**config.mk**
```make
export PLATFORM = sky130hd
export DESIGN_NAME = relay_output
export DESIGN_NICKNAME = d
export VERILOG_FILES = /design/src/relay_output.v /design/src/forced_decode.v /design/src/sync2.v
export VERILOG_INCLUDE_DIRS = /design/src
export SDC_FILE = /design/constraint.sdc
export NUM_CORES = 1
export LEC_CHECK = 0
export ABC_CLOCK_PERIOD_IN_PS = 3820
export BUFFER_PORTS_ARGS = -buffer_cell sky130_fd_sc_hd__buf_2
export CAP_MARGIN = 20
export CORE_MARGIN = 10
export CORE_UTILIZATION = 50
export DETAILED_ROUTE_END_ITERATION = 12
export PLACE_DENSITY = 0.86
export SLEW_MARGIN = 30
export SYNTH_ARGS = -nofsm -noshare
export SYNTH_HDL_FRONTEND = slang
export SYNTH_SLANG_ARGS = --single-unit
```
**constraint.sdc**
```tcl
create_clock -name core_clk -period 3.82 [get_ports core_clk]
set_clock_uncertainty 0.2 [all_clocks]
set_input_delay 0.191 -clock core_clk [delete_from_list [all_inputs] [get_ports core_clk]]
set_output_delay 0.191 -clock core_clk [all_outputs]
set_load 0.01 [all_outputs]
```
**src/relay_defines.vh**
```
// Constants for the relay output with forced operation
`ifndef RELAY_DEFINES_VH
`define RELAY_DEFINES_VH
`define ADDR_CONFIG 8'h00
`define ADDR_SWITCH 8'h04
`define ADDR_FORCED 8'h08
`define ADDR_SUPPLY 8'h0c
`define ADDR_STATUS 8'h10
// Config field positions
`define CFG_NC 0
`define CFG_LOSS_LO 1
`define CFG_REC_LO 3
`define CFG_FTYPE 5
`define CFG_FPOS_LO 6
`define CFG_FEND_LO 8
`define CFG_INV 10
`define CFG_WIDTH 11
`define CFG_RESET 11'h000
// Three-way and four-way selections, and AXI response codes
`define LOSS_UNCH 2'h0
`define LOSS_OPEN 2'h1
`define LOSS_CLOSE 2'h2
`define REC_NOWR 2'h0
`define REC_W0 2'h1
`define REC_W1 2'h2
`define FPOS_OFF 2'h0
`define FPOS_ON 2'h1
`define FPOS_UNCH 2'h2
`define FEND_ON 2'h0
`define FEND_OFF 2'h1
`define FEND_UNCH 2'h2
`define FEND_CALC 2'h3
`define RESP_OKAY 2'h0
`define RESP_SLVERR 2'h2
`endif

```
**src/relay_output.v**
```verilog
// Relay output control with forced operation and AXI4-Lite registers
`timescale 1ns/1ps
`default_nettype none
`include "relay_defines.vh"
module relay_output (
	// Clock, reset, enable
	input wire core_clk,
	input wire rst_b,
	input wire ce,
	// Bus supply sense pin, high while supply is lost
	input wire bus_supply_loss,
	// AXI4-Lite write address
	input wire [7:0] s_axi_awaddr,
	input wire s_axi_awvalid,
	output wire s_axi_awready,
	// AXI4-Lite write data
	input wire [31:0] s_axi_wdata,
	input wire [3:0] s_axi_wstrb,
	input wire s_axi_wvalid,
	output wire s_axi_wready,
	// AXI4-Lite write response
	output reg [1:0] s_axi_bresp,
	output reg s_axi_bvalid,
	input wire s_axi_bready,
	// AXI4-Lite read address
	input wire [7:0] s_axi_araddr,
	input wire s_axi_arvalid,
	output wire s_axi_arready,
	// AXI4-Lite read data
	output reg [31:0] s_axi_rdata,
	output reg [1:0] s_axi_rresp,
	output reg s_axi_rvalid,
	input wire s_axi_rready,
	// Relay
	output reg contact_closed,
	output reg status_bit
);
	function mapped;
		input [7:0] a;
		begin
			mapped = (a == `ADDR_CONFIG) || (a == `ADDR_SWITCH) ||
				(a == `ADDR_FORCED) || (a == `ADDR_SUPPLY) ||
				(a == `ADDR_STATUS);
		end
	endfunction

	reg [`CFG_WIDTH-1:0] cfg;
	reg sw_obj;
	reg [1:0] forced_obj;
	reg force_on;
	reg hold_pending;
	reg loss_q;
	reg [7:0] aw_addr;
	reg [31:0] w_data;
	reg [3:0] w_strb;
	reg aw_held;
	reg w_held;
	wire loss_s;
	wire f_active;
	wire f_level;
	wire nc = cfg[`CFG_NC];
	wire [1:0] loss_sel = cfg[`CFG_LOSS_LO+1:`CFG_LOSS_LO];
	wire [1:0] rec_sel = cfg[`CFG_REC_LO+1:`CFG_REC_LO];
	wire [1:0] fpos = cfg[`CFG_FPOS_LO+1:`CFG_FPOS_LO];
	wire [1:0] fend = cfg[`CFG_FEND_LO+1:`CFG_FEND_LO];
	wire contact_on = contact_closed ^ nc;

	sync2 u_sync (
		.core_clk(core_clk),
		.rst_b(rst_b),
		.ce(ce),
		.d(bus_supply_loss),
		.q(loss_s)
	);

	forced_decode u_dec (
		.two_bit(cfg[`CFG_FTYPE]),
		.one_bit_pos(fpos),
		.value(forced_obj),
		.held_on(contact_on),
		.active(f_active),
		.level(f_level)
	);

	////////////////////////////////////////////////////////////////////////
	// Write channel
	assign s_axi_awready = !aw_held && !s_axi_bvalid;
	assign s_axi_wready = !w_held && !s_axi_bvalid;
	wire aw_now = aw_held || (s_axi_awvalid && s_axi_awready);
	wire w_now = w_held || (s_axi_wvalid && s_axi_wready);
	wire [7:0] wa = aw_held ? aw_addr : s_axi_awaddr;
	wire [31:0] wd = w_held ? w_data : s_axi_wdata;
	wire [3:0] ws = w_held ? w_strb : s_axi_wstrb;
	wire do_wr = aw_now && w_now && !s_axi_bvalid;
	wire wr_cfg = do_wr && wa == `ADDR_CONFIG;
	wire wr_sw = do_wr && wa == `ADDR_SWITCH && ws[0];
	wire wr_f = do_wr && wa == `ADDR_FORCED && ws[0];

	always @(posedge core_clk or negedge rst_b) begin
		if (!rst_b) begin
			aw_held <= 1'b0;
			w_held <= 1'b0;
			aw_addr <= 8'h00;
			w_data <= 32'h00000000;
			w_strb <= 4'h0;
			s_axi_bvalid <= 1'b0;
			s_axi_bresp <= `RESP_OKAY;
		end else if (ce) begin
			if (s_axi_awvalid && s_axi_awready) begin
				aw_addr <= s_axi_awaddr;
			end
			if (s_axi_wvalid && s_axi_wready) begin
				w_data <= s_axi_wdata;
				w_strb <= s_axi_wstrb;
			end
			if (do_wr) begin
				aw_held <= 1'b0;
				w_held <= 1'b0;
				s_axi_bvalid <= 1'b1;
				s_axi_bresp <= mapped(wa) ? `RESP_OKAY : `RESP_SLVERR;
			end else begin
				aw_held <= aw_now;
				w_held <= w_now;
				if (s_axi_bready) begin
					s_axi_bvalid <= 1'b0;
				end
			end
		end
	end

	////////////////////////////////////////////////////////////////////////
	// Read channel
	assign s_axi_arready = !s_axi_rvalid;

	always @(posedge core_clk or negedge rst_b) begin
		if (!rst_b) begin
			s_axi_rvalid <= 1'b0;
			s_axi_rdata <= 32'h00000000;
			s_axi_rresp <= `RESP_OKAY;
		end else if (ce) begin
			if (s_axi_arvalid && s_axi_arready) begin
				s_axi_rvalid <= 1'b1;
				s_axi_rresp <= mapped(s_axi_araddr) ? `RESP_OKAY
					: `RESP_SLVERR;
				case (s_axi_araddr)
				`ADDR_CONFIG: s_axi_rdata <= {21'h000000, cfg};
				`ADDR_SWITCH: s_axi_rdata <= {31'h00000000, sw_obj};
				`ADDR_FORCED: s_axi_rdata <= {30'h00000000, forced_obj};
				`ADDR_SUPPLY: s_axi_rdata <= {31'h00000000, loss_s};
				`ADDR_STATUS: s_axi_rdata <= {28'h0000000, f_active,
					hold_pending, status_bit, contact_closed};
				default: s_axi_rdata <= 32'h00000000;
				endcase
			end else if (s_axi_rready) begin
				s_axi_rvalid <= 1'b0;
			end
		end
	end

	////////////////////////////////////////////////////////////////////////
	// Objects and contact
	wire loss_rise = loss_s && !loss_q;
	wire loss_fall = !loss_s && loss_q;
	wire f_end = force_on && !f_active;
	reg next_contact;
	reg next_hold;

	always @* begin
		next_contact = contact_closed;
		next_hold = hold_pending;
		if (loss_s) begin
			// Contact set by the loss selection at onset of loss, then frozen while supply is missing
			if (loss_rise) begin
				case (loss_sel)
				`LOSS_OPEN: next_contact = 1'b0;
				`LOSS_CLOSE: next_contact = 1'b1;
				default: next_contact = contact_closed;
				endcase
			end
		end else if (loss_fall) begin
			if (rec_sel == `REC_W0) begin
				next_contact = nc;
			end else if (rec_sel == `REC_W1) begin
				next_contact = !nc;
			end
			// Not-write waits for a new bus value
		end else if (force_on && f_active) begin
			next_contact = f_level ^ nc;
		end else if (f_end) begin
			case (fend)
			`FEND_ON: next_contact = !nc;
			`FEND_OFF: next_contact = nc;
			`FEND_CALC: next_contact = sw_obj ^ nc;
			default: next_hold = 1'b1;
			endcase
		end else if (!force_on && f_active) begin
			next_contact = f_level ^ nc;
		end else if (wr_sw) begin
			next_contact = wd[0] ^ nc;
			next_hold = 1'b0;
		end
	end

	always @(posedge core_clk or negedge rst_b) begin
		if (!rst_b) begin
			cfg <= `CFG_RESET;
			sw_obj <= 1'b0;
			forced_obj <= 2'h0;
			force_on <= 1'b0;
			hold_pending <= 1'b0;
			loss_q <= 1'b0;
			contact_closed <= 1'b0;
			status_bit <= 1'b0;
		end else if (ce) begin
			loss_q <= loss_s;
			contact_closed <= next_contact;
			hold_pending <= next_hold;
			status_bit <= next_contact ^ cfg[`CFG_INV];
			if (wr_cfg && ws[0]) begin
				cfg[7:0] <= wd[7:0];
			end
			if (wr_cfg && ws[1]) begin
				cfg[`CFG_WIDTH-1:8] <= wd[`CFG_WIDTH-1:8];
			end
			if (loss_fall) begin
				sw_obj <= (rec_sel == `REC_W1);
				forced_obj <= 2'h0;
				force_on <= 1'b0;
			end else if (!loss_s) begin
				force_on <= f_active;
				if (wr_sw) begin
					sw_obj <= wd[0];
				end
				if (wr_f) begin
					forced_obj <= wd[1:0];
				end
			end
		end
	end
endmodule
`default_nettype wire

```
**src/forced_decode.v**
```verilog
// Decoder of the forced-operation object into force flag and level
`timescale 1ns/1ps
`default_nettype none
`include "relay_defines.vh"
module forced_decode (
	// Configuration
	input wire two_bit,
	input wire [1:0] one_bit_pos,
	// Object value and held switch level
	input wire [1:0] value,
	input wire held_on,
	// Decoded
	output reg active,
	output reg level
);
	always @* begin
		if (two_bit) begin
			active = value[1];
			level = value[0];
		end else begin
			active = value[0];
			case (one_bit_pos)
			`FPOS_ON: level = 1'b1;
			`FPOS_UNCH: level = held_on;
			default: level = 1'b0;
			endcase
		end
	end
endmodule
`default_nettype wire

```
**src/sync2.v**
```verilog
// Two-stage synchroniser for a level from outside the clock domain
`timescale 1ns/1ps
`default_nettype none
module sync2 (
	// Clock and reset
	input wire core_clk,
	input wire rst_b,
	input wire ce,
	// Level
	input wire d,
	output reg q
);
	reg meta;
	always @(posedge core_clk or negedge rst_b) begin
		if (!rst_b) begin
			meta <= 1'b0;
			q <= 1'b0;
		end else if (ce) begin
			meta <= d;
			q <= meta;
		end
	end
endmodule
`default_nettype wire

```
# Word-level counts from Yosys, hierarchy flattened

Cells that the tools add are included.

Bits in registers: 82
Bits in latches: 0
Memory bits (writable): 0
Memory bits (read-only): 0
Input bits: 61
Output and inout port bits: 43
Memories: 0

Add/sub/neg operators: 0
Multipliers: 0
Div/mod/pow operators: 0
Order comparisons: 0
Equal/unequal tests: 19
Shifts and indexed selects: 0
Mux-type cells: 38
Bitwise gates (word level): 8
Reduce and logical (&&, ||, !) cells: 59

Operator list:

| kind               | count |
|---|---|
| $pmux 11 s5        | 1 |
| $eq 8x4->1 const B | 4 |
| $mux 1             | 26 |
| $logic_and 1x1->1  | 19 |
| $reduce_and 2->1   | 9 |
| $eq 8x3->1 const B | 2 |
| $eq 8x5->1 const B | 2 |
| $logic_not 8->1    | 2 |
| $mux 2             | 6 |
| $mux 11            | 1 |
| $logic_or 1x1->1   | 10 |
| $reduce_bool 2->1  | 5 |
| $logic_not 1->1    | 9 |
| $eq 2x1->1 const B | 4 |
| $eq 2x2->1 const B | 4 |
| $mux 8             | 1 |
| $reduce_and 7->1   | 1 |
| $ne 2x2->1 const B | 3 |
| $reduce_and 3->1   | 2 |
| $xor 1x1->1        | 5 |
| $pmux 1 s2         | 2 |
| $not 1->1          | 3 |
| $pmux 1 s3         | 1 |
| $reduce_or 3->1    | 1 |
| $logic_not 2->1    | 1 |

# Depth between registers and ports, before layout

Depth after elaboration: 15
Depth in mapped cells: 8
Depth with buffers taken out: 8

# Hierarchy

From an unflattened synthesis, not the netlist that was laid out.

Cell total of the unflattened synthesis: 294
Area, all modules: 3191.8 sq um

By module, submodules not included:

| module        | times used | cells each | area each (sq um) |
|---|---|---|---|
| relay_output  | 1          | 282        | 3055.4 |
| sync2         | 1          | 4          | 72.6 |
| forced_decode | 1          | 8          | 63.8 |

# Worst setup path before layout

OpenSTA, ideal clock, no wires.

Kind: flip-flop to flip-flop
Start: reg cfg[6]
End: reg status_bit
Library setup time: 0.124 ns
Data arrival time: 2.252 ns
Path slack: 1.244 ns
Stages on the path, launching flop included: 9
Clock period less this slack: 2.576 ns
Cell sequence: dfrtp_1 -> inv_1 -> ha_1 -> or3b_2 -> o211ai_1 -> xnor2_1 -> a2111oi_0 -> nor4_1 -> o31a_1

Cells in the longest elaborated chain, start to end: 10

RTL lines:

| item                                            | line                                   | source |
|---|---|---|
| start, declared                                 | relay_output.v:47                      | `` reg [`CFG_WIDTH-1:0] cfg; `` |
| start signal, assigned                          | relay_output.v:206                     | `` cfg <= `CFG_RESET; `` |
| start signal, assigned                          | relay_output.v:220                     | `cfg[7:0] <= wd[7:0];` |
| start signal, assigned by index                 | relay_output.v:223                     | `` cfg[`CFG_WIDTH-1:8] <= wd[`CFG_WIDTH-1:8]; `` |
| $eq 2x2->1 / $eq 2x1->1 (equally long branches) | forced_decode.v:22                     | `case (one_bit_pos)` |
| $pmux 1 s2 *                                    | forced_decode.v:22                     |  |
| $mux 1 *                                        | forced_decode.v:17                     | `if (two_bit) begin` |
| $xor 1x1->1 *                                   | relay_output.v:188, relay_output.v:197 |  |
| $mux 1                                          | relay_output.v:196                     | `end else if (!force_on && f_active) begin` |
| $mux 1                                          | relay_output.v:189                     | `end else if (f_end) begin` |
| $mux 1 *                                        | relay_output.v:187                     | `end else if (force_on && f_active) begin` |
| $mux 1 *                                        | relay_output.v:180                     | `end else if (loss_fall) begin` |
| $mux 1 *                                        | relay_output.v:171                     | `if (loss_s) begin` |
| $xor 1x1->1 *                                   | relay_output.v:218                     | `` status_bit <= next_contact ^ cfg[`CFG_INV]; `` |
| end signal, assigned                            | relay_output.v:218                     |  |
| end, declared                                   | relay_output.v:36                      | `output reg status_bit` |

Mark *: on every way between the ends. The rest lies on a longest branch, timed or not.
A chain may end at the register's enable or synchronous reset.

# Final worst setup path

Start: reg aw_held
End: reg status_bit

Cells in the longest elaborated chain, start to end: 15

RTL lines:

| item                           | line               | source |
|---|---|---|
| start, declared                | relay_output.v:56  | `reg aw_held;` |
| start signal, assigned         | relay_output.v:122 | `aw_held <= aw_now;` |
| $logic_not 1->1                | relay_output.v:87  | `assign s_axi_awready = !aw_held && !s_axi_bvalid;` |
| $logic_and 1x1->1              | relay_output.v:87  |  |
| $logic_and 1x1->1              | relay_output.v:89  | `wire aw_now = aw_held \|\| (s_axi_awvalid && s_axi_awready);` |
| $logic_or 1x1->1               | relay_output.v:89  |  |
| $logic_and 1x1->1 (2 in a row) | relay_output.v:94  | `wire do_wr = aw_now && w_now && !s_axi_bvalid;` |
| $logic_and 1x1->1 (no line) *  | --                 |  |
| $logic_and 1x1->1 *            | relay_output.v:96  | `` wire wr_sw = do_wr && wa == `ADDR_SWITCH && ws[0]; `` |
| $mux 1 *                       | relay_output.v:198 | `end else if (wr_sw) begin` |
| $mux 1 *                       | relay_output.v:196 |  |
| $mux 1 *                       | relay_output.v:189 |  |
| $mux 1 *                       | relay_output.v:187 |  |
| $mux 1 *                       | relay_output.v:180 |  |
| $mux 1 *                       | relay_output.v:171 |  |
| $xor 1x1->1 *                  | relay_output.v:218 |  |

Marks and branches as above.

==> impl_metrics.prom <==
# TYPE chip_impl_metric gauge
chip_impl_metric{name="syn_area_per_cell",unit="sq um"} 11.0
chip_impl_metric{name="netlist_instances",unit=""} 287
chip_impl_metric{name="placedCellCount",unit=""} 410
chip_impl_metric{name="insertion_delay",unit="ns"} 0.34
chip_impl_metric{name="worst_ep_arrival_time",unit="ns"} 3.03
chip_impl_metric{name="clkTransAtPathRegs",unit="ns"} 0.07
chip_impl_info{name="slowest_stage",value="dfrtp_1"} 1
chip_impl_metric{name="post_cts.repair.setup_buffers",unit=""} 0
chip_impl_info{name="min_path_type",value="in -> reg"} 1
chip_impl_info{name="start_kind",value="register"} 1
chip_impl_metric{name="detailroute.via_count",unit=""} 2458
chip_impl_metric{name="regToRegSetupSlack",unit="ns"} 0.82
chip_impl_metric{name="critical_path.n_buffers_inverters",unit=""} 0
chip_impl_metric{name="place.port_buffers",unit=""} 57
chip_impl_metric{name="wl",unit="mm"} 7.22
chip_impl_metric{name="utilization",unit="%"} 65.1
chip_impl_metric{name="initial_utilization",unit="%"} 52.2
chip_impl_metric{name="layout_worst_path_cycle_share",unit="%"} 78.5
chip_impl_metric{name="number_of_antenna_violations_at_the_first_check_in_global_routing",unit=""} 0
chip_impl_metric{name="power.total",unit="mW"} 2.20
chip_impl_metric{name="die_h",unit="um"} 99.3
chip_impl_metric{name="ys_seq_area_share",unit="%"} 47.0
chip_impl_metric{name="cts_inserted_buffers",unit=""} 9
chip_impl_metric{name="post-route-drc-count",unit=""} 0
chip_impl_info{name="worst_hold_launch",value="ce"} 1
chip_impl_metric{name="route.detailed.vias_per_inst",unit=""} 5.43
chip_impl_info{name="critPathCaptureType",value="register"} 1
chip_impl_metric{name="yosysWarnings",unit=""} 0
chip_impl_metric{name="post_synth_instance_area",unit="sq um"} 3140
chip_impl_metric{name="dieArea",unit="sq um"} 9860
chip_impl_info{name="unrepaired_setup_endpoints_after_global_routing",value="no"} 1
chip_impl_metric{name="postSynthRegisterBits",unit=""} 59
chip_impl_metric{name="core.rowCount",unit=""} 28
chip_impl_metric{name="drive_gt1_share",unit="%"} 31.2
chip_impl_info{name="tritoncts",value="done"} 1
chip_impl_metric{name="io_pins",unit=""} 104
chip_impl_metric{name="critPathMaxStageDelay",unit="ns"} 0.70
chip_impl_metric{name="final_antenna_net_count",unit=""} 0
chip_impl_metric{name="die_w",unit="um"} 99.3
chip_impl_metric{name="final_weighted_congestion_in_routability_driven_placement",unit=""} 0.860
chip_impl_metric{name="global_route.usage.total",unit="%"} 15.2
chip_impl_info{name="run_status",value="complete, no violations"} 1
chip_impl_info{name="timing.rr.start",value="aw_held"} 1
chip_impl_metric{name="final_max_slew_viol_count",unit=""} 0
chip_impl_metric{name="htreeDepth",unit=""} 3
chip_impl_metric{name="post_cts_resize_count",unit=""} 0
chip_impl_metric{name="grt_remaining_overflow",unit=""} 0
chip_impl_metric{name="power.leakage",unit="nW"} 1.90
chip_impl_metric{name="cts_sinks",unit=""} 59
chip_impl_metric{name="grt_pass1_wl",unit="mm"} 12.3
chip_impl_metric{name="maximum_number_of_pins_on_one_net_before_global_route_repair",unit=""} 33
chip_impl_metric{name="synth_cell_types",unit=""} 50
chip_impl_metric{name="grt_pass1_vias",unit=""} 2563
chip_impl_metric{name="finalSetupViolations",unit=""} 0
chip_impl_metric{name="core",unit="sq um"} 6030
chip_impl_metric{name="antenna_cells_inserted",unit=""} 0
chip_impl_metric{name="fmaxAchievable",unit="MHz"} 333
chip_impl_metric{name="dpl-instance-area",unit="sq um"} 3410
chip_impl_metric{name="critical_path.max_fanout",unit=""} 17
chip_impl_info{name="hold_path_end",value="loss_q"} 1
chip_impl_info{name="ys_dominant_reg_cell",value="dfrtp_1"} 1
chip_impl_info{name="root_buffer",value="clkbuf_8"} 1
chip_impl_metric{name="maxCapViolCount",unit=""} 0
chip_impl_metric{name="worstPathRequired",unit="ns"} 3.85
chip_impl_metric{name="ctsLongestPathBuffers",unit=""} 2
chip_impl_metric{name="worst_ir_drop_vdd",unit="uV"} 357
chip_impl_metric{name="detailed_place_hpwl",unit="mm"} 5.39
chip_impl_metric{name="r2r.worst_path.cells",unit=""} 6
chip_impl_metric{name="fin_crit",unit="ns"} 3.00
chip_impl_metric{name="routed_wire_length_per_instance",unit="um"} 15.9
chip_impl_info{name="worstSetupStartpoint",value="aw_held"} 1
chip_impl_info{name="worst_path_dominant_cell_family",value="compound AO/OA/AOI/OAI gates"} 1
chip_impl_metric{name="finish.cell_count_without_fillers",unit=""} 453
chip_impl_info{name="worstReg2RegEnd",value="status_bit"} 1
chip_impl_metric{name="synth_enable_flop_cells",unit=""} 0
chip_impl_metric{name="worstHoldPathCells",unit=""} 2
chip_impl_metric{name="power_density",unit="nW/um^2"} 561
chip_impl_metric{name="share_of_flip_flops_with_an_asynchronous_set_or_reset",unit="%"} 100
chip_impl_info{name="critical_path.cell_chain",value="or4b_1 -> a222oi_1 -> nand3_1 -> a21oi_1 -> nor4_1 -> o31a_1"} 1
chip_impl_metric{name="drt_first_pass_iters",unit=""} 5
chip_impl_metric{name="tns",unit="ns"} 0
chip_impl_info{name="criticalPathCategory",value="reg -> reg"} 1
chip_impl_metric{name="initialDrtViolationCount",unit=""} 128
chip_impl_metric{name="post-route-cell-area",unit="sq um"} 3920
chip_impl_metric{name="worst-slew-pin-transition",unit="ns"} 0.852
chip_impl_metric{name="fin_hold_viols",unit=""} 0
chip_impl_metric{name="slew-limit-headroom",unit="%"} 41.7
chip_impl_metric{name="synthToLayoutAreaGrowth",unit="%"} 24.7
chip_impl_metric{name="final_nets",unit=""} 437
==> worst register-to-register path: cells and delay by family (launching register included) <==
family             cells  cell delay [ns]
AOI/OAI and AO/OA      3             1.15
DFF                    1             0.70
and+or+nand+nor        3             0.84
==> logic make-up after synthesis <==
family	count (synthesis)	share of synthesized area [%]
buffers and inverters	47	8.48
other	1	0.119
AND/OR/NAND/NOR	72	12.4
AO/OA/AOI/OAI	49	11.3
flip-flops	59	47.0
multiplexers	53	18.7
XOR/XNOR	3	0.836
adder cells (fa/ha/maj)	3	1.19
==> metrics by stage <==
step                      hold WS, ns  worst slack (ns)
after floorplan                -0.305              1.24
final                         0.00375             0.820
after CTS                     0.00305             0.881
after global placement         0.0441             0.986
after detailed placement       0.0507             0.902
after global routing           0.0218             0.589
==> final cells by class <==
class,instances,area [sq um]
sequential,59,1480
multi-input combinational,203,1500
fill,463,2110
tap,75,93.8
clock buffer,12,155
clock inverter,4,72.6
timing repair buffer,86,571
inverter,14,52.6
==> registers in the layout (all words and copies together) (netlist names), 2 cells and up <==
name,count
w_data,11
forced_obj,2
s_axi_rdata,11
w_strb,2
aw_addr,8
cfg,11
==> synthesized netlist by cell type, drive strengths merged, types with 2 or more instances <==
cell    instances  area (sq um)
o31a            2          17.5
or2             2          12.5
nand3b          2          15.0
a31oi           3          18.8
nand3           2          10.0
ha              3          37.5
clkbuf          6          22.5
buf            27           191
nor2b           2          12.5
o22ai           2          12.5
mux2           36           405
inv            14          52.6
o41ai           2          17.5
nor2           18          67.6
a22o            8          70.1
and3            3          18.8
or4             4          30.0
mux2i          16           160
dfrtp          59          1480
o32ai           2          17.5
xnor2           3          26.3
a32o            3          30.0
nor4b           2          23.8
nand2b          4          25.0
nand2          21          78.8
a21o            2          15.0
or3b            4          35.0
nor4            4          31.3
a21oi           5          25.0
o21ai          11          55.1
==> layout by cell type (no fill, tap or decap), types with 2 or more instances in the layout <==
cell type       n
nor4_1          3
nand2_1        21
a22o_1          8
o32ai_1         2
dfrtp_1        59
nand2b_1        4
or3b_2          2
nor2b_1         2
and3_1          3
o21ai_0        11
ha_1            3
buf_2          57
xnor2_1         3
or4_1           4
o41ai_1         2
o22ai_1         2
nand3b_1        2
a21oi_1         5
a31oi_1         3
mux2_2         36
inv_1          14
or2_2           2
dlygate4sd3_1  27
a21o_1          2
or3b_1          2
conb_1         23
a32o_1          3
buf_4           2
nor2_1         18
clkbuf_8       11
o31a_1          2
bufinv_16       2
nand3_1         2
mux2i_1        16
==> per-layer routing <==
metal  routed length [um]  vias up  global-route usage (%)  part of all wire, %
met4                  115        0                    6.84                  1.6
met3                  664       11                    6.37                  9.2
met2                 3430       83                    24.2                   47
met1                 3010     1198                    17.4                   42
li1                     -     1166                       -                    -
met5                    0        -                       0                    0
==> power by group <==
group	internal, mW	total (mW)	switching (mW)
registers	0.792	0.980	0.188
logic	0.324	0.575	0.251
clock network	0.402	0.646	0.244
==> how the worst max path moves through the flow <==
stage / end / slack, ns / cells past startpoint
after floorplan: status_bit / 1.24 / 8
after global placement: status_bit / 0.99 / 6
after detailed placement: status_bit / 0.90 / 6
after CTS: status_bit / 0.88 / 6
after global routing: status_bit / 0.59 / 6
final: status_bit / 0.82 / 6
==> what timing repair did <==
item                                   CTS  global route
endpoints found under the hold margin   55             0
hold buffers                            27             0
setup endpoints to repair                0             0
Note: power is estimated with default switching activity, not from simulation.
